===== src/rpss_pkg.sv =====
/*
  Package for the remappable pin select slice: register offsets, field
  layouts, reset values and bus encodings.
  Assumes a single AHB-Lite master and one 50 MHz clock domain.
*/
package rpss_pkg;
  localparam int RPSS_NUM_PINS = 31;
  localparam int RPSS_NUM_OUT_PINS = 6;
  localparam int RPSS_FIELD_W = 5;
  localparam int RPSS_NUM_FUNCS = 32;
  localparam int RPSS_REG_W = 16;
  localparam int RPSS_EVEN_LSB = 0;
  localparam int RPSS_ODD_LSB = 8;
  localparam logic [4:0] RPSS_SEL_GROUND = 5'h1F;
  localparam logic [4:0] RPSS_FUNC_NONE = 5'h00;
  localparam logic [4:0] RPSS_IN_SEL_RESET = 5'h1F;
  localparam logic [4:0] RPSS_OUT_SEL_RESET = 5'h00;
  localparam logic [15:0] RPSS_FIELD_MASK = 16'h1F1F;
  localparam logic [11:0] RPSS_ADDR_OUT01 = 12'h000;
  localparam logic [11:0] RPSS_ADDR_OUT23 = 12'h004;
  localparam logic [11:0] RPSS_ADDR_OUT45 = 12'h008;
  localparam logic [11:0] RPSS_ADDR_IN_SS = 12'h00C;
  localparam logic [1:0] RPSS_HTRANS_NONSEQ = 2'h2;
  localparam logic [1:0] RPSS_HTRANS_SEQ = 2'h3;
  localparam logic [2:0] RPSS_HSIZE_WORD = 3'h2;
  localparam logic [31:0] RPSS_RDATA_ZERO = 32'h0000_0000;
endpackage


===== src/rpss_out_mux.sv =====
/*
  One output pin mux: picks a peripheral output by function number.
  Assumes function outputs and enables are synchronous to hclk.
*/
`timescale 1ns/1ps
module rpss_out_mux
  import rpss_pkg::*;
(
  input wire logic [4:0] func_sel,
  input wire logic [RPSS_NUM_FUNCS-1:0] func_out,
  input wire logic [RPSS_NUM_FUNCS-1:0] func_oe,
  output logic pin_out,
  output logic pin_oe,
  output logic pin_remapped
);
  always_comb begin
    // Function zero hands the pin back to the port logic
    pin_remapped = (func_sel != RPSS_FUNC_NONE);
    pin_out = pin_remapped ? func_out[func_sel] : 1'b0;
    pin_oe = pin_remapped ? func_oe[func_sel] : 1'b0;
  end
endmodule


===== src/rpss_top.sv =====
/*
  Remappable pin select slice: slave select input routing for serial
  port 1 and output function select for remappable pins 0 to 5, with
  an AHB-Lite register slave.
  Assumes pins are asynchronous to hclk; peripheral outputs are not.
*/
`timescale 1ns/1ps
module rpss_top
  import rpss_pkg::*;
(
  input wire logic hclk,
  input wire logic hresetn,
  input wire logic clk_en,
  input wire logic hsel,
  input wire logic [11:0] haddr,
  input wire logic [1:0] htrans,
  input wire logic hwrite,
  input wire logic [2:0] hsize,
  input wire logic [31:0] hwdata,
  input wire logic hready,
  output logic [31:0] hrdata,
  output logic hreadyout,
  output logic hresp,
  input wire logic [RPSS_NUM_PINS-1:0] remappable_pin,
  output logic serial1_slave_sel_input,
  input wire logic [RPSS_NUM_FUNCS-1:0] func_out,
  input wire logic [RPSS_NUM_FUNCS-1:0] func_oe,
  output logic [RPSS_NUM_OUT_PINS-1:0] pin_out,
  output logic [RPSS_NUM_OUT_PINS-1:0] pin_oe,
  output logic [RPSS_NUM_OUT_PINS-1:0] pin_remapped
);

  ////////////////////////////////////////////////////////////////////////
  // Pin synchronisers

  logic [RPSS_NUM_PINS-1:0] pin_meta;
  logic [RPSS_NUM_PINS-1:0] pin_sync;

  always_ff @(posedge hclk or negedge hresetn) begin
    if (!hresetn) begin
      pin_meta <= '0;
      pin_sync <= '0;
    end else if (clk_en) begin
      pin_meta <= remappable_pin;
      pin_sync <= pin_meta;
    end
  end

  ////////////////////////////////////////////////////////////////////////
  // Bus address phase capture

  logic wr_pend;
  logic rd_pend;
  logic [11:0] addr_q;
  logic next_wr_pend;
  logic next_rd_pend;
  logic [11:0] next_addr_q;
  logic addr_ok;

  function automatic logic is_mapped(input logic [11:0] a);
    is_mapped = (a == RPSS_ADDR_OUT01) || (a == RPSS_ADDR_OUT23) ||
                (a == RPSS_ADDR_OUT45) || (a == RPSS_ADDR_IN_SS);
  endfunction

  always_comb begin
    addr_ok = hsel && hready && clk_en &&
              (htrans == RPSS_HTRANS_NONSEQ || htrans == RPSS_HTRANS_SEQ);
    next_wr_pend = addr_ok && hwrite && hsize == RPSS_HSIZE_WORD && is_mapped(haddr);
    next_rd_pend = addr_ok && !hwrite;
    next_addr_q = addr_ok ? haddr : addr_q;
  end

  always_ff @(posedge hclk or negedge hresetn) begin
    if (!hresetn) begin
      wr_pend <= 1'b0;
      rd_pend <= 1'b0;
      addr_q <= '0;
    end else if (clk_en) begin
      wr_pend <= next_wr_pend;
      rd_pend <= next_rd_pend;
      addr_q <= next_addr_q;
    end
  end

  ////////////////////////////////////////////////////////////////////////
  // Select fields

  logic [4:0] out_func [RPSS_NUM_OUT_PINS];
  logic [4:0] next_out_func [RPSS_NUM_OUT_PINS];
  logic [4:0] slave_sel_source_field;
  logic [4:0] next_slave_sel_source_field;

  function automatic logic [4:0] even_field(input logic [31:0] d);
    even_field = d[RPSS_EVEN_LSB +: RPSS_FIELD_W];
  endfunction

  function automatic logic [4:0] odd_field(input logic [31:0] d);
    odd_field = d[RPSS_ODD_LSB +: RPSS_FIELD_W];
  endfunction

  always_comb begin
    for (int i = 0; i < RPSS_NUM_OUT_PINS; i++) begin
      next_out_func[i] = out_func[i];
    end
    next_slave_sel_source_field = slave_sel_source_field;
    if (wr_pend) begin
      case (addr_q)
        RPSS_ADDR_OUT01: begin
          next_out_func[0] = even_field(hwdata);
          next_out_func[1] = odd_field(hwdata);
        end
        RPSS_ADDR_OUT23: begin
          next_out_func[2] = even_field(hwdata);
          next_out_func[3] = odd_field(hwdata);
        end
        RPSS_ADDR_OUT45: begin
          next_out_func[4] = even_field(hwdata);
          next_out_func[5] = odd_field(hwdata);
        end
        RPSS_ADDR_IN_SS: begin
          next_slave_sel_source_field = even_field(hwdata);
        end
        default: begin
        end
      endcase
    end
  end

  always_ff @(posedge hclk or negedge hresetn) begin
    if (!hresetn) begin
      for (int i = 0; i < RPSS_NUM_OUT_PINS; i++) begin
        out_func[i] <= RPSS_OUT_SEL_RESET;
      end
      slave_sel_source_field <= RPSS_IN_SEL_RESET;
    end else if (clk_en) begin
      for (int i = 0; i < RPSS_NUM_OUT_PINS; i++) begin
        out_func[i] <= next_out_func[i];
      end
      slave_sel_source_field <= next_slave_sel_source_field;
    end
  end

  ////////////////////////////////////////////////////////////////////////
  // Read data

  logic [31:0] next_hrdata;

  function automatic logic [31:0] pack_pair(input logic [4:0] ev, input logic [4:0] od);
    logic [31:0] w;
    w = '0;
    w[RPSS_EVEN_LSB +: RPSS_FIELD_W] = ev;
    w[RPSS_ODD_LSB +: RPSS_FIELD_W] = od;
    pack_pair = w & {16'h0000, RPSS_FIELD_MASK};
  endfunction

  always_comb begin
    next_hrdata = RPSS_RDATA_ZERO;
    if (next_rd_pend) begin
      case (haddr)
        RPSS_ADDR_OUT01: next_hrdata = pack_pair(out_func[0], out_func[1]);
        RPSS_ADDR_OUT23: next_hrdata = pack_pair(out_func[2], out_func[3]);
        RPSS_ADDR_OUT45: next_hrdata = pack_pair(out_func[4], out_func[5]);
        RPSS_ADDR_IN_SS: next_hrdata = pack_pair(slave_sel_source_field, 5'h00);
        default: next_hrdata = RPSS_RDATA_ZERO;
      endcase
    end
  end

  always_ff @(posedge hclk or negedge hresetn) begin
    if (!hresetn) begin
      hrdata <= RPSS_RDATA_ZERO;
    end else if (clk_en) begin
      hrdata <= next_hrdata;
    end
  end

  // Zero wait states; every access answers OKAY
  assign hreadyout = 1'b1;
  assign hresp = 1'b0;

  ////////////////////////////////////////////////////////////////////////
  // Slave select input routing

  logic next_ss_in;

  always_comb begin
    if (slave_sel_source_field == RPSS_SEL_GROUND) begin
      next_ss_in = 1'b0;
    end else begin
      next_ss_in = pin_sync[slave_sel_source_field];
    end
  end

  // Registered so the peripheral sees a clean level on a select change
  always_ff @(posedge hclk or negedge hresetn) begin
    if (!hresetn) begin
      serial1_slave_sel_input <= 1'b0;
    end else if (clk_en) begin
      serial1_slave_sel_input <= next_ss_in;
    end
  end

  ////////////////////////////////////////////////////////////////////////
  // Output pin muxes

  for (genvar p = 0; p < RPSS_NUM_OUT_PINS; p++) begin : g_out
    rpss_out_mux u_mux (
      .func_sel(out_func[p]),
      .func_out(func_out),
      .func_oe(func_oe),
      .pin_out(pin_out[p]),
      .pin_oe(pin_oe[p]),
      .pin_remapped(pin_remapped[p])
    );
  end

  ////////////////////////////////////////////////////////////////////////
  // Assertions

  property p_ss_ground;
    @(posedge hclk) disable iff (!hresetn)
    clk_en && slave_sel_source_field == RPSS_SEL_GROUND |=> !serial1_slave_sel_input;
  endproperty
  a_ss_ground: assert property (p_ss_ground) else $error("slave select not grounded");

  property p_ss_route;
    @(posedge hclk) disable iff (!hresetn)
    clk_en && slave_sel_source_field != RPSS_SEL_GROUND
      |=> serial1_slave_sel_input == $past(pin_sync[slave_sel_source_field]);
  endproperty
  a_ss_route: assert property (p_ss_route) else $error("slave select wrong pin");

  property p_in_write;
    @(posedge hclk) disable iff (!hresetn)
    clk_en && wr_pend && addr_q == RPSS_ADDR_IN_SS
      |=> slave_sel_source_field == $past(hwdata[4:0]);
  endproperty
  a_in_write: assert property (p_in_write) else $error("input select write lost");

  property p_even_write;
    @(posedge hclk) disable iff (!hresetn)
    clk_en && wr_pend && addr_q == RPSS_ADDR_OUT01 |=> out_func[0] == $past(hwdata[4:0]);
  endproperty
  a_even_write: assert property (p_even_write) else $error("even field write lost");

  property p_odd_write;
    @(posedge hclk) disable iff (!hresetn)
    clk_en && wr_pend && addr_q == RPSS_ADDR_OUT45 |=> out_func[5] == $past(hwdata[12:8]);
  endproperty
  a_odd_write: assert property (p_odd_write) else $error("odd field write lost");

  property p_reserved_zero;
    @(posedge hclk) disable iff (!hresetn)
    (hrdata & ~{16'h0000, RPSS_FIELD_MASK}) == 32'h0000_0000;
  endproperty
  a_reserved_zero: assert property (p_reserved_zero) else $error("reserved bits set");

  property p_read_back;
    @(posedge hclk) disable iff (!hresetn)
    clk_en && next_rd_pend && haddr == RPSS_ADDR_OUT23 && !wr_pend
      |=> hrdata[12:8] == out_func[3];
  endproperty
  a_read_back: assert property (p_read_back) else $error("read back mismatch");

  property p_func_none;
    @(posedge hclk) disable iff (!hresetn)
    out_func[0] == RPSS_FUNC_NONE |-> !pin_oe[0] && !pin_remapped[0];
  endproperty
  a_func_none: assert property (p_func_none) else $error("pin 0 driven at function 0");

  property p_func_drive;
    @(posedge hclk) disable iff (!hresetn)
    out_func[2] != RPSS_FUNC_NONE |-> pin_out[2] == func_out[out_func[2]];
  endproperty
  a_func_drive: assert property (p_func_drive) else $error("pin 2 wrong function");

  property p_func_enable;
    @(posedge hclk) disable iff (!hresetn)
    out_func[5] != RPSS_FUNC_NONE |-> pin_oe[5] == func_oe[out_func[5]];
  endproperty
  a_func_enable: assert property (p_func_enable) else $error("pin 5 wrong enable");

  property p_in_read;
    @(posedge hclk) disable iff (!hresetn)
    clk_en && next_rd_pend && haddr == RPSS_ADDR_IN_SS && !wr_pend
      |=> hrdata == {27'h0000000, slave_sel_source_field};
  endproperty
  a_in_read: assert property (p_in_read) else $error("input select read back wrong");

  property p_unmapped_read;
    @(posedge hclk) disable iff (!hresetn)
    clk_en && next_rd_pend && !is_mapped(haddr) |=> hrdata == RPSS_RDATA_ZERO;
  endproperty
  a_unmapped_read: assert property (p_unmapped_read) else $error("unmapped read not zero");

  // Clock enable low must hold the input select, out_func[3], hrdata and the slave select output
  property p_freeze;
    @(posedge hclk) disable iff (!hresetn)
    !clk_en |=> $stable(slave_sel_source_field) && $stable(out_func[3]) && $stable(hrdata)
      && $stable(serial1_slave_sel_input);
  endproperty
  a_freeze: assert property (p_freeze) else $error("state moved with clock enable low");

  c_ss_pin: cover property (@(posedge hclk) disable iff (!hresetn)
    slave_sel_source_field == 5'h1E && serial1_slave_sel_input);
  c_out_map: cover property (@(posedge hclk) disable iff (!hresetn) pin_oe[5]);
  c_write: cover property (@(posedge hclk) disable iff (!hresetn) wr_pend);
  c_freeze: cover property (@(posedge hclk) disable iff (!hresetn) !clk_en && hsel);
  c_ground: cover property (@(posedge hclk) disable iff (!hresetn)
    slave_sel_source_field == RPSS_SEL_GROUND && pin_sync[0]);
endmodule


===== config.mk =====
export PLATFORM = sky130hd
export DESIGN_NAME = rpss_top
export DESIGN_NICKNAME = d
export VERILOG_FILES = /design/src/rpss_pkg.sv /design/src/rpss_out_mux.sv /design/src/rpss_top.sv
export SDC_FILE = /design/constraint.sdc
export NUM_CORES = 1
export LEC_CHECK = 0
export BUFFER_PORTS_ARGS = -buffer_cell sky130_fd_sc_hd__buf_2
export CAP_MARGIN = 20
export CORE_MARGIN = 2
export CORE_UTILIZATION = 35
export CTS_CLUSTER_DIAMETER = 100
export DETAILED_ROUTE_END_ITERATION = 7
export GPL_ROUTABILITY_DRIVEN = 0
export HOLD_SLACK_MARGIN = 0.06
export PLACE_DENSITY_LB_ADDON = 0.3
export SKIP_LAST_GASP = 1
export SLEW_MARGIN = 20
export SYNTH_ARGS = -nofsm -noshare
export SYNTH_HDL_FRONTEND = slang
export SYNTH_SLANG_ARGS = --single-unit
export TNS_END_PERCENT = 1

===== constraint.sdc =====
create_clock -name hclk -period 1.91 [get_ports hclk]
set_input_delay 0.0955 -clock hclk [delete_from_list [all_inputs] [get_ports hclk]]
set_output_delay 0.0955 -clock hclk [all_outputs]
set_load 0.005 [all_outputs]

# Word-level counts from Yosys, hierarchy flattened
# Cells that the tools add are included.
# totals
out_inout_bits	53
elab_cells	96
input_bits	150
ff_bits	143
# op_classes
magnitude_cmp	7
n_reduce_logical	25
mux	41
n_eq_ne	10
# op_table
cell	count
1-bit binary-select mux with 5-bit select	13
13-bit case mux with 4 select lines	1
12-bit by 4-bit equality test with 1-bit output (second input constant)	4
5-bit by 6-bit less-than comparator with 1-bit output (second input constant)	7
5-bit nonzero test	6
1-bit 2-to-1 mux	26
12-bit by 3-bit equality test with 1-bit output (second input constant)	2
12-bit logical NOT	2
13-bit 2-to-1 mux	1
3-bit AND reduction	4
1-bit logical AND	7
5-bit equality test (second input constant)	1
2-bit equality test (second input constant)	2
1-bit logical OR	4
3-bit by 2-bit equality test with 1-bit output (second input constant)	1
2-bit AND reduction	1
1-bit logical NOT	1

# Depth between registers and ports, before layout
# Gate-level depths: netlist of the first run.
# logic_depth
word_depth	6
ltp_mapped	8
ltp_nobuf	5

# Modules after synthesis
# From an unflattened synthesis of the first run, not the netlist that was laid out.
# unflattened
cells_unflattened	668
area_unflattened_um2	8883.5
# by_module_without_submodules
module	seq_area_each_um2	cells_per_inst	instances	area_each_um2
rpss_top	3034.2	371	1	5310.1
rpss_out_mux (g_out[1].u_mux ...)	0.0	51	5	601.8
rpss_out_mux (g_out[0].u_mux)	0.0	42	1	564.3

# Worst setup path after synthesis of the first run
# OpenSTA, ideal clock, no wires.
# synth_path
path_kind	flip-flop to output port
from	register out_func[20] (netlist name)
to	output port pin_out[1]
n_path_buf	3
path_slack_ns	-0.106
path_stages_with_launch	9
required_ns	1.814
arrival_time_ns	1.921
cell_sequence	dfrtp_1 -> buf_2 -> buf_4 -> mux2_2 -> a221oi_1 -> nor3_1 -> a211oi_1 -> a21oi_1 -> buf_4
# synth_via
elab_chain_cells	3
word_cells_on_any_way	4
classes_between	3 x mux; 1 x reduce/logical
# synth_rtl
element	line	source
start: declaration	rpss_top.sv:88	logic [4:0] out_func [RPSS_NUM_OUT_PINS];
start signal: indexed assignment	rpss_top.sv:137	out_func[i] <= next_out_func[i];
1-bit binary-select mux with 5-bit select	rpss_out_mux.sv:19	pin_out = pin_remapped ? func_out[func_sel] : 1'b0;
1-bit 2-to-1 mux (not written as such)	rpss_out_mux.sv:19	
1-bit 2-to-1 mux *	rpss_out_mux.sv:19	
end: declaration	rpss_top.sv:28	output logic [RPSS_NUM_OUT_PINS-1:0] pin_out,
# Every way passes the cells marked *; elsewhere a longest branch is shown, timed or not. The select of a mux whose other input is x is not followed.

# Worst setup path after layout of the first run
# layout_path
from	register out_func[0] (netlist name)
to	output port pin_out[5]
# Same word-level chain as after synthesis.

==> run_results.csv, run 1 <==
group,metric,value,unit
global_route,grt_max_degree,122,
routing,firstDrtPassIters,5,
timing,fin_setup_tns,-6570,ps
final_layout,synthToLayoutAreaGrowth,28.3,%
synth,syn-mean-instance-area,13.4,µm²
die,die_area,0.0261,mm²
clock_tree,clk_path_buf_depth,2,
min_path,holdCritPathClass,"input pin to register",
synth,share_of_flip_flops_with_an_asynchronous_set_or_reset_after_synthesis,100,%
synth,syn_inst,650,
synth,ys_warn_count,0,
clock_tree,worst_skew_pair.late_latency,410,ps
global_route,grt_pass1_vias,6915,
final_layout,final_area,0.0111,mm²
routing,detailroute.via_count,6729,
synth,ys_ff_latch,121,
synth,ys.flop_type,"sky130_fd_sc_hd__dfrtp_1",
run_status,outcome,"finished with violations",
placement,place_area,0.00998,mm²
timing,report.final.hold_viol_count,0,
pwr,p_leak,4.53,nW
synth,post_synthesis_instance_area,0.00868,mm²
run_status,violated_checks,"setup timing",
timing,final.setup_skew,10.6,ps
run,count_of_maximum_capacitance_violations,0,
timing,upper_clock_frequency_limit,412,MHz
routing,wirelength,25400,µm
setup_path,startpoint_type,"register",
clock_tree,cts_htree_levels,4,
routing,drt-initial-drc-count,517,
routing,drc,0,
synth,number_of_synthesized_flops_with_an_enable_pin,0,
final_layout,final_net_count,1016,
timing,slew_headroom,55.8,%
timing,report.final.slew_viol_count,0,
timing,tightest_slew,664,ps
clock_tree,cts.reportedPaths.clkPinSlew,60,ps
global_route,initial_antenna_violation_count,3,
die,placementRows,57,
routing,wl_per_cell,21.0,µm
timing,worst_slack,-520,ps
routing,postRouteAntennaNets,0,
setup_path,cp.arrival,2330,ps
die,core-area,0.0243,mm²
placement,placement.io_buffers,155,
setup_path,crit_path_kind,"register to primary output",
placement,dp_hpwl,18400,µm
global_route,grt_first_pass_wirelength,39700,µm
clock_tree,tritoncts.num_buffers,17,
routing,drt-vias-per-instance,5.58,
final_layout,drive_gt1_share,55.6,%
setup_path,worst-endpoint-required,1810,ps
setup_path,worstPathMaxFanout,5,
die,initial_core_util,35.7,%
timing,period_utilisation_layout,127,%
synth,seq_area_frac_synth,34.9,%
die,die_height,162,µm
synth,synth_cell_types,43,
pwr,p_total,0.00748,W
timing,setup_repair_after_global_routing_missed_its_margin,"yes",
clock_tree,numClockSinks,121,
global_route,global_route.overflow_total,0,
timing,timing.final.setup_violations,25,
die,die-width,162,µm
global_route,grt_use_total,19.8,%
clock_tree,cts_tree,"built",
pwr,ir_drop,0.615,mV
timing,shortest_period_the_worst_path_allows,2430,ps
die,pin_count,203,
setup_path,endpoint_kind,"primary output",
pwr,power_per_cell_area,672,mW/mm²
clock_tree,cts.root.buffer_cell,"sky130_fd_sc_hd__clkbuf_16",
[logic make-up after synthesis]
kind of cell	synth area share, %
muxes	47.3
DFF	34.9
buffers and inverters	7.58
and+or+nand+nor	4.81
AOI/OAI and AO/OA	5.26
other	0.0865
[worst max-delay path: stages (launching register included)]
cell and delay, ps:
sky130_fd_sc_hd__dfrtp_2 400, sky130_fd_sc_hd__buf_6 140, sky130_fd_sc_hd__mux4_2 500, sky130_fd_sc_hd__mux4_2 460, sky130_fd_sc_hd__a211o_1 280, sky130_fd_sc_hd__buf_2 130
[Yosys cell counts, types with 7 or more instances]
library cell / n / share of area, %
sky130_fd_sc_hd__o21ai_0: 11 / 0.63
sky130_fd_sc_hd__mux2_2: 130 / 17
sky130_fd_sc_hd__mux4_1: 8 / 2.4
sky130_fd_sc_hd__nor2b_1: 12 / 0.86
sky130_fd_sc_hd__nor2_1: 12 / 0.52
sky130_fd_sc_hd__buf_2: 13 / 0.75
sky130_fd_sc_hd__mux2i_1: 34 / 3.9
sky130_fd_sc_hd__a21oi_1: 12 / 0.69
sky130_fd_sc_hd__nor3_1: 8 / 0.46
sky130_fd_sc_hd__buf_1: 7 / 0.30
sky130_fd_sc_hd__nand2_1: 13 / 0.56
sky130_fd_sc_hd__dfrtp_1: 116 / 33
sky130_fd_sc_hd__clkbuf_1: 27 / 1.2
sky130_fd_sc_hd__inv_1: 22 / 0.95
sky130_fd_sc_hd__buf_4: 48 / 4.1
sky130_fd_sc_hd__mux4_2: 93 / 24
sky130_fd_sc_hd__o22ai_1: 15 / 1.1
[power breakdown]
group | leakage [nW] | switching, W | internal, W
Sequential | 1.50 | 0.000164 | 0.00281
Combinational | 2.77 | 0.000637 | 0.000864
Clock | 0.263 | 0.00123 | 0.00178
Total | 4.53 | 0.00203 | 0.00545
[what timing repair did]
item / 4_1_cts / 5_1_grt
endpoints found under the hold margin: 193 / 0
buffers inserted: 1 / 1
hold buffers: 54 / 0
endpoints found under the setup margin: 25 / 41
gates resized for setup: 5 / 9
pin swaps: 1 / 1
[flip-flops by register name, indices dropped and copies added (netlist names)]
| register | flops |
|---|---|
| addr_q | 12 |
| hrdata | 10 |
| out_func | 30 |
| pin_meta | 31 |
| pin_sync | 31 |
| serial1_slave_sel_input | 1 |
| slave_sel_source_field | 5 |
| wr_pend | 1 |
[cells in the final DEF (no fill, tap or decap), types with 3 or more instances in the layout]
cell	Yosys	layout
sky130_fd_sc_hd__nor4_1	6	6
sky130_fd_sc_hd__mux2_2	130	130
sky130_fd_sc_hd__mux4_1	8	4
sky130_fd_sc_hd__nand2b_1	5	5
sky130_fd_sc_hd__dfrtp_1	116	114
sky130_fd_sc_hd__buf_12	0	13
sky130_fd_sc_hd__a2111oi_2	0	3
sky130_fd_sc_hd__a211oi_1	5	4
sky130_fd_sc_hd__clkinvlp_4	0	4
sky130_fd_sc_hd__nand4_1	3	3
sky130_fd_sc_hd__o2111ai_1	3	3
sky130_fd_sc_hd__mux2i_1	34	34
sky130_fd_sc_hd__o22ai_1	15	15
sky130_fd_sc_hd__mux4_2	93	97
sky130_fd_sc_hd__a221oi_1	6	6
sky130_fd_sc_hd__buf_2	13	154
sky130_fd_sc_hd__nor3_1	8	8
sky130_fd_sc_hd__clkbuf_16	0	17
sky130_fd_sc_hd__conb_1	2	24
sky130_fd_sc_hd__nor3b_1	5	5
sky130_fd_sc_hd__dlygate4sd3_1	0	54
sky130_fd_sc_hd__inv_1	22	22
sky130_fd_sc_hd__nor2_1	12	12
sky130_fd_sc_hd__dfstp_2	5	5
sky130_fd_sc_hd__o21ai_0	11	11
sky130_fd_sc_hd__buf_4	48	48
sky130_fd_sc_hd__nand2_1	13	13
sky130_fd_sc_hd__inv_6	0	4
sky130_fd_sc_hd__a21oi_1	12	12
sky130_fd_sc_hd__nor2b_1	12	12
sky130_fd_sc_hd__clkbuf_8	0	3
[per-layer routing]
metal	GRT usage [%]	vias to the layer above	share of wire (%)
li1	-	2935	-
met1	26.4	3379	41
met4	6.37	2	2.3
met3	4.93	49	9.1
met2	31.7	364	47
met5	0	-	0.051
[metrics by stage]
stage	hold WS (ps)	setup WS (ps)	cells	utilization, %
3_5_place_dp	256	-153	1115	41.1
4_1_cts	84.2	-597	1202	45.6
2_1_floorplan	-200	-18.9	672	-
3_3_place_gp	255	-122	1115	41.1
6_report	98.4	-520	1205	45.8
5_1_grt	110	-618	1203	45.8
[cell type report]
cell class	count	area (µm²)
diodes	2	5.00
clock buffers	21	470
clock inverters	11	87.6
fillers	2240	13200
inverters	22	82.6
multi-input cells	432	5080
flip-flops and latches	121	3040
well taps	324	405
repair buffers	272	1970
[worst paths after layout]
path | startpoint | to | slack, ps | cells after the start
max | out_func[0]$_DFFE_PN0P_ | pin_out[5] | -520 | 5
min | hready | wr_pend$_DFFE_PN0P_ | 100 | 4
max reg2reg | addr_q[5]$_DFFE_PN0P_ | out_func[1]$_DFFE_PN0P_ | -60 | 5
min reg2reg | pin_meta[20]$_DFFE_PN0P_ | pin_meta[20]$_DFFE_PN0P_ | 500 | 1
max in group asynchronous | hresetn | out_func[25]$_DFFE_PN0P_ | 1050 | 3
min in group asynchronous | hresetn | pin_meta[8]$_DFFE_PN0P_ | 300 | 3
No activity file was read; power rests on OpenSTA's default activity.
==> inputs of run 2 (changes only) <==
--- a/config.mk
+++ b/config.mk
@@ -7,8 +7,8 @@
 export LEC_CHECK = 0
 export BUFFER_PORTS_ARGS = -buffer_cell sky130_fd_sc_hd__buf_2
 export CAP_MARGIN = 20
-export CORE_MARGIN = 2
-export CORE_UTILIZATION = 35
+export CORE_MARGIN = 1
+export CORE_UTILIZATION = 36
 export CTS_CLUSTER_DIAMETER = 100
 export DETAILED_ROUTE_END_ITERATION = 7
 export GPL_ROUTABILITY_DRIVEN = 0
==> run_results.csv, run 2 (synthesized netlist as in run 1, its figures left out) <==
group,metric,value,unit
die,core-area,0.0235,mm²
die,initial_core_util,36.9,%
timing,upper_clock_frequency_limit,404,MHz
final_layout,synthToLayoutAreaGrowth,28.7,%
die,die_height,157,µm
pwr,p_leak,4.57,nW
final_layout,drive_gt1_share,56.1,%
clock_tree,worst_skew_pair.late_latency,420,ps
clock_tree,cts_htree_levels,4,
clock_tree,clk_path_buf_depth,2,
timing,report.final.slew_viol_count,0,
final_layout,mostFrequentLayoutCells,"sky130_fd_sc_hd__buf_2, sky130_fd_sc_hd__mux2_2, sky130_fd_sc_hd__dfrtp_1, sky130_fd_sc_hd__mux4_2, sky130_fd_sc_hd__dlygate4sd3_1",
placement,placement.io_buffers,155,
global_route,grt_use_total,21.1,%
min_path,holdCritPathClass,"input pin to register",
timing,timing.final.setup_violations,25,
die,placementRows,56,
timing,slew_headroom,56.3,%
global_route,grt_pass1_vias,6980,
clock_tree,tritoncts.num_buffers,17,
setup_path,slowest_stage,"sky130_fd_sc_hd__mux4_2",
global_route,grt_max_degree,122,
final_layout,final_net_count,1021,
routing,drc,0,
pwr,ir_drop,0.763,mV
routing,drt-initial-drc-count,536,
global_route,grt_first_pass_wirelength,39100,µm
setup_path,buffers_inverters_on_critical_path,2,
timing,worst_slack,-564,ps
timing,shortest_period_the_worst_path_allows,2470,ps
routing,detailroute.via_count,6741,
placement,pre_cts_slack,-142,ps
routing,postRouteAntennaNets,0,
run_status,outcome,"finished with violations",
final_layout,fill_cells,2104,
clock_tree,cts.root.buffer_cell,"sky130_fd_sc_hd__clkbuf_16",
timing,period_utilisation_layout,130,%
final_layout,regArea,0.00304,mm²
timing,setup_repair_after_global_routing_missed_its_margin,"yes",
routing,wl_per_cell,20.9,µm
clock_tree,cts_tree,"built",
pwr,p_total,0.00766,W
routing,firstDrtPassIters,5,
timing,final.setup_skew,11.2,ps
routing,drt-vias-per-instance,5.60,
timing,tightest_slew,656,ps
global_route,global_route.overflow_total,0,
setup_path,startpoint_type,"register",
placement,placed_cells,1112,
run_status,violated_checks,"setup timing",
die,die-width,157,µm
pwr,power_per_cell_area,686,mW/mm²
die,die_area,0.0247,mm²
setup_path,critical-path-top-delay-family,"multiplexers",
setup_path,worstPathCellList,"buf_6 -> mux4_2 -> mux4_2 -> a211o_1 -> buf_2",
setup_path,slowest_delay,490,ps
routing,wirelength,25100,µm
final_layout,mostFrequentLayoutCell,"sky130_fd_sc_hd__buf_2",
setup_path,worst-endpoint-required,1810,ps
setup_path,worstPathMaxFanout,5,
setup_path,critPathMostFrequentCell,"sky130_fd_sc_hd__mux4_2",
placement,place_area,0.00995,mm²
global_route,initial_antenna_violation_count,3,
final_layout,multi_input_area,0.00507,mm²
placement,dp_hpwl,18100,µm
setup_path,cp.arrival,2380,ps
timing,report.final.hold_viol_count,0,
final_layout,post-route-util,47.5,%
clock_tree,numClockSinks,121,
clock_tree,cts.reportedPaths.clkPinSlew,70,ps
setup_path,crit_path_kind,"register to primary output",
final_layout,final_area,0.0112,mm²
setup_path,endpoint_kind,"primary output",
final_layout,final-instance-count-excl-fill,1204,
final_layout,biggestRegsByFlops,"pin_meta x31, pin_sync x31, out_func x30",
run,count_of_maximum_capacitance_violations,0,
die,pin_count,203,
-- run 2: changes by cell type in the layout (fill, tap and decap cells not counted), moves of 3 or more --
cell / change
sky130_fd_sc_hd__clkinvlp_4: -4
sky130_fd_sc_hd__buf_4: +5
sky130_fd_sc_hd__clkinv_4: +3
sky130_fd_sc_hd__a2111oi_2: -3
sky130_fd_sc_hd__clkbuf_8: -3
-- run 2: worst reg2reg max path: cells and delay by family, from the launching register on --
family | cells | cell delay, ps
buffers and inverters | 2 | 440
flip-flops | 1 | 380
multiplexers | 1 | 360
AND/OR/NAND/NOR | 3 | 690
-- run 2: path summary, 6_finish.rpt --
path / slack (ps) / endpoint / start / cells after the start
worst max-delay path: -560 / pin_out[5] / out_func[0]$_DFFE_PN0P_ / 5
worst min-delay path: 90 / wr_pend$_DFFE_PN0P_ / hready / 4
worst max register to register: -80 / out_func[7]$_DFFE_PN0P_ / addr_q[5]$_DFFE_PN0P_ / 6
worst min register to register: 500 / pin_meta[12]$_DFFE_PN0P_ / pin_meta[12]$_DFFE_PN0P_ / 1
max in group asynchronous: 1070 / out_func[21]$_DFFE_PN0P_ / hresetn / 3
min in group asynchronous: 330 / pin_meta[8]$_DFFE_PN0P_ / hresetn / 3
-- run 2: area by class of cell --
type                       instances  area share (%)
antenna                            1          0.0224
clock buffer                      17            3.81
clock inverter                    15            1.42
inverter                          22           0.739
multi-input combinational        432            45.3
sequential                       121            27.2
tap                              319            3.57
timing repair buffer             277            17.9
-- run 2: per-stage QoR --
stage | hold WS [ps] | TNS (ps)
2_1_floorplan | -200 | -78.6
3_3_place_gp | 257 | -973
3_5_place_dp | 257 | -1140
4_1_cts | 82.9 | -7260
5_1_grt | 123 | -9950
6_report | 88.7 | -7050
-- run 2: per-layer routing --
layer / up-vias / global-route usage [%] / wire (µm)
li1: 2935 / - / -
met1: 3367 / 27.1 / 10300
met2: 375 / 34.5 / 11900
met3: 60 / 5.01 / 2200
met4: 4 / 7.67 / 694
met5: - / 0 / 22
-- run 2: power by group --
part	switching [W]	internal, W	total [W]
clock	0.00133	0.00184	0.00317
combinational	0.000632	0.000867	0.00150
sequential	0.000181	0.00281	0.00299
-- run 2: timing repair --
action / CTS / global route
hold endpoints to repair: 193 / 0
buffers inserted: 1 / 3
hold buffers: 54 / 0
gates cloned: 0 / 1
resized for setup: 6 / 10
endpoints found under the setup margin: 25 / 34
==> inputs of run 3 (changes only) <==
--- a/config.mk
+++ b/config.mk
@@ -18,5 +18,6 @@
 export SLEW_MARGIN = 20
 export SYNTH_ARGS = -nofsm -noshare
 export SYNTH_HDL_FRONTEND = slang
+export SYNTH_HIERARCHICAL = 1
 export SYNTH_SLANG_ARGS = --single-unit
 export TNS_END_PERCENT = 1
==> run_results.csv, run 3 <==
group,metric,value,unit
run_status,outcome,"finished with violations",
run_status,violated_checks,"setup timing",
final_layout,synthToLayoutAreaGrowth,28.1,%
synth,syn-mean-instance-area,13.3,µm²
routing,metal_1_wl,11500,µm
clock_tree,cts_htree_levels,4,
synth,post_synth_most_frequent_cells,"sky130_fd_sc_hd__mux2_2, sky130_fd_sc_hd__dfrtp_1, sky130_fd_sc_hd__mux2i_1",
clock_tree,worst_skew_pair.late_latency,420,ps
clock_tree,cts_tree,"built",
routing,wl_per_cell,21.2,µm
setup_path,worst-r2r-setup-slack,-120,ps
min_path,holdCritPathClass,"input pin to async pin",
routing,firstDrtPassIters,5,
routing,wirelength,26300,µm
die,core-area,0.0242,mm²
timing,timing.final.setup_violations,38,
setup_path,startpoint_type,"register",
routing,drc,0,
placement,placement.io_buffers,155,
timing,report.final.hold_viol_count,0,
setup_path,crit_path_kind,"register to primary output",
final_layout,biggestRegsByFlops,"pin_meta x31, pin_sync x31, out_func x30",
synth,netlist.top_cell.by_area,"sky130_fd_sc_hd__dfrtp_1",
clock_tree,clk_path_buf_depth,2,
clock_tree,cts.root.buffer_cell,"sky130_fd_sc_hd__clkbuf_16",
run,count_of_maximum_capacitance_violations,0,
placement,pre_cts_slack,-97.0,ps
final_layout,mostFrequentLayoutCell,"sky130_fd_sc_hd__buf_2",
die,pin_count,203,
global_route,global_route.overflow_total,0,
synth,seq_area_frac_synth,34.2,%
setup_path,cp.arrival,2300,ps
placement,dp_hpwl,19200,µm
timing,upper_clock_frequency_limit,417,MHz
final_layout,mostFrequentLayoutCells,"sky130_fd_sc_hd__buf_2, sky130_fd_sc_hd__mux2_2, sky130_fd_sc_hd__dfrtp_1, sky130_fd_sc_hd__dlygate4sd3_1",
final_layout,drive_gt1_share,48.5,%
synth,ys_warn_count,6,
synth,post_synthesis_instance_area,0.00888,mm²
routing,routed_length_on_met2,12600,µm
synth,yosys.cell_count.top_type,"sky130_fd_sc_hd__mux2_2",
synth,share_of_flip_flops_with_an_asynchronous_set_or_reset_after_synthesis,100,%
timing,slew_headroom,66.6,%
routing,postRouteAntennaNets,0,
setup_path,worstReg2RegEnd,"out_func[18]$_DFFE_PN0P_",
clock_tree,numClockSinks,121,
setup_path,timing.reg2reg.worst_path_depth,5,
routing,routed.top_layer,"met4",
synth,synth_cell_types,49,
final_layout,fill_cells,2228,
timing,smallest_hold_slack,161,ps
setup_path,endpoint_kind,"primary output",
die,die_area,0.0253,mm²
global_route,grt_max_degree,78,
synth,number_of_synthesized_flops_with_an_enable_pin,0,
routing,drt-initial-drc-count,534,
timing,tightest_slew,496,ps
pwr,ir_drop,0.495,mV
global_route,initial_antenna_violation_count,0,
timing,worst_slack,-489,ps
timing,report.final.slew_viol_count,0,
die,die-width,159,µm
global_route,grt_first_pass_wirelength,41000,µm
timing,final.setup_skew,15.7,ps
synth,syn_inst,668,
die,initial_core_util,36.6,%
clock_tree,cts.reportedPaths.clkPinSlew,60,ps
timing,setup_repair_after_global_routing_missed_its_margin,"yes",
placement,place_area,0.0102,mm²
timing,shortest_period_the_worst_path_allows,2400,ps
synth,ys.flop_type,"sky130_fd_sc_hd__dfrtp_1",
global_route,grt_pass1_vias,7114,
final_layout,final_net_count,1051,
synth,synth_top_area_share,32.7,%
setup_path,worstPathMaxFanout,5,
routing,met3WireLength,1680,µm
final_layout,final_area,0.0114,mm²
clock_tree,tritoncts.num_buffers,17,
setup_path,worst-endpoint-required,1810,ps
pwr,power_per_cell_area,660,mW/mm²
die,die_height,159,µm
routing,detailroute.via_count,7009,
synth,synthTopCellsByArea,"sky130_fd_sc_hd__dfrtp_1, sky130_fd_sc_hd__mux2_2, sky130_fd_sc_hd__mux4_1",
global_route,grt_use_total,21.0,%
routing,drt-vias-per-instance,5.66,
synth,ys_ff_latch,121,
die,placementRows,57,
pwr,p_leak,4.75,nW
setup_path,launch_instance_of_the_worst_register_to_register_path,"addr_q[6]$_DFFE_PN0P_",
timing,period_utilisation_layout,126,%
==> run 3: changes by cell type in the layout (fill, tap and decap cells not counted), sizes merged, moves of 8 or more <==
cell,delta
o31ai,+9
o221ai,+11
mux2i,+14
nor3,-8
or3,+15
mux4,-12
o21ai,-10
==> run 3: timing repair <==
item,4_1_cts,5_1_grt
setup buffers,1,1
resized for setup,7,13
cloned,1,2
endpoints found under the setup margin,38,53
hold buffers,54,0
endpoints found under the hold margin,152,0
pin swaps,2,2
==> run 3: metrics by stage <==
stage          std cells  total power, W  utilization (%)  setup TNS, ps
2_1_floorplan        690         0.00382                -              0
3_3_place_gp        1148         0.00437             42.0           -367
3_5_place_dp        1148         0.00440             42.0          -1740
4_1_cts             1236         0.00756             46.8          -8320
5_1_grt             1238         0.00784             46.9         -13120
6_report            1239         0.00752             46.9          -7650
==> run 3: per-layer routing <==
metal,global-route usage [%],vias up
li1,-,3105
met1,28.1,3526
met2,34.6,331
met3,4.27,47
met4,5.94,0
met5,0,-
==> run 3: cell type report <==
class	instances	area (µm²)	area share (%)
diodes	1	2.50	0.0220
clock buffers	19	453	3.98
clock inverters	13	109	0.956
inverters	23	86.3	0.758
multi-input cells	468	5370	47.2
flip-flops and latches	121	3040	26.7
well taps	324	405	3.56
repair buffers	270	1910	16.8
==> run 3: worst max-delay path, stage by stage, from the launching register on <==
cell and delay (ps):
sky130_fd_sc_hd__dfrtp_2 420, sky130_fd_sc_hd__buf_12 140, sky130_fd_sc_hd__mux4_2 490, sky130_fd_sc_hd__mux4_2 480
sky130_fd_sc_hd__a22o_1 230, sky130_fd_sc_hd__buf_2 140
==> run 3: logic make-up (layout without fill, tap and decap cells) <==
logic type / count (synthesis) / in the layout / share of synthesized area [%]
compound gates: 80 / 80 / 6.62
buf+inv: 101 / 325 / 6.21
flops: 121 / 121 / 34.2
mux: 265 / 265 / 46.1
other cells: 2 / 25 / 0.0845
simple gates: 99 / 99 / 6.83
==> run 3: worst max-delay path by stage <==
| stage | startpoint | to | slack, ps | cells past startpoint |
|---|---|---|---|---|
| 2_1_floorplan | out_func[27]$_DFFE_PN0P_ | pin_oe[0] | 80 | 4 |
| 3_3_place_gp | out_func[26]$_DFFE_PN0P_ | pin_oe[0] | -60 | 5 |
| 3_5_place_dp | out_func[26]$_DFFE_PN0P_ | pin_oe[0] | -100 | 5 |
| 4_1_cts | out_func[26]$_DFFE_PN0P_ | pin_out[0] | -520 | 7 |
| 5_1_grt | out_func[25]$_DFFE_PN0P_ | pin_out[0] | -550 | 6 |
| 6_report | out_func[26]$_DFFE_PN0P_ | pin_oe[0] | -490 | 5 |
==> run 3: power breakdown <==
group          internal, W  leakage, nW  switching (W)
clock              0.00176        0.275        0.00126
combinational     0.000858         2.98       0.000662
sequential         0.00281         1.49       0.000163
total              0.00543         4.75        0.00209
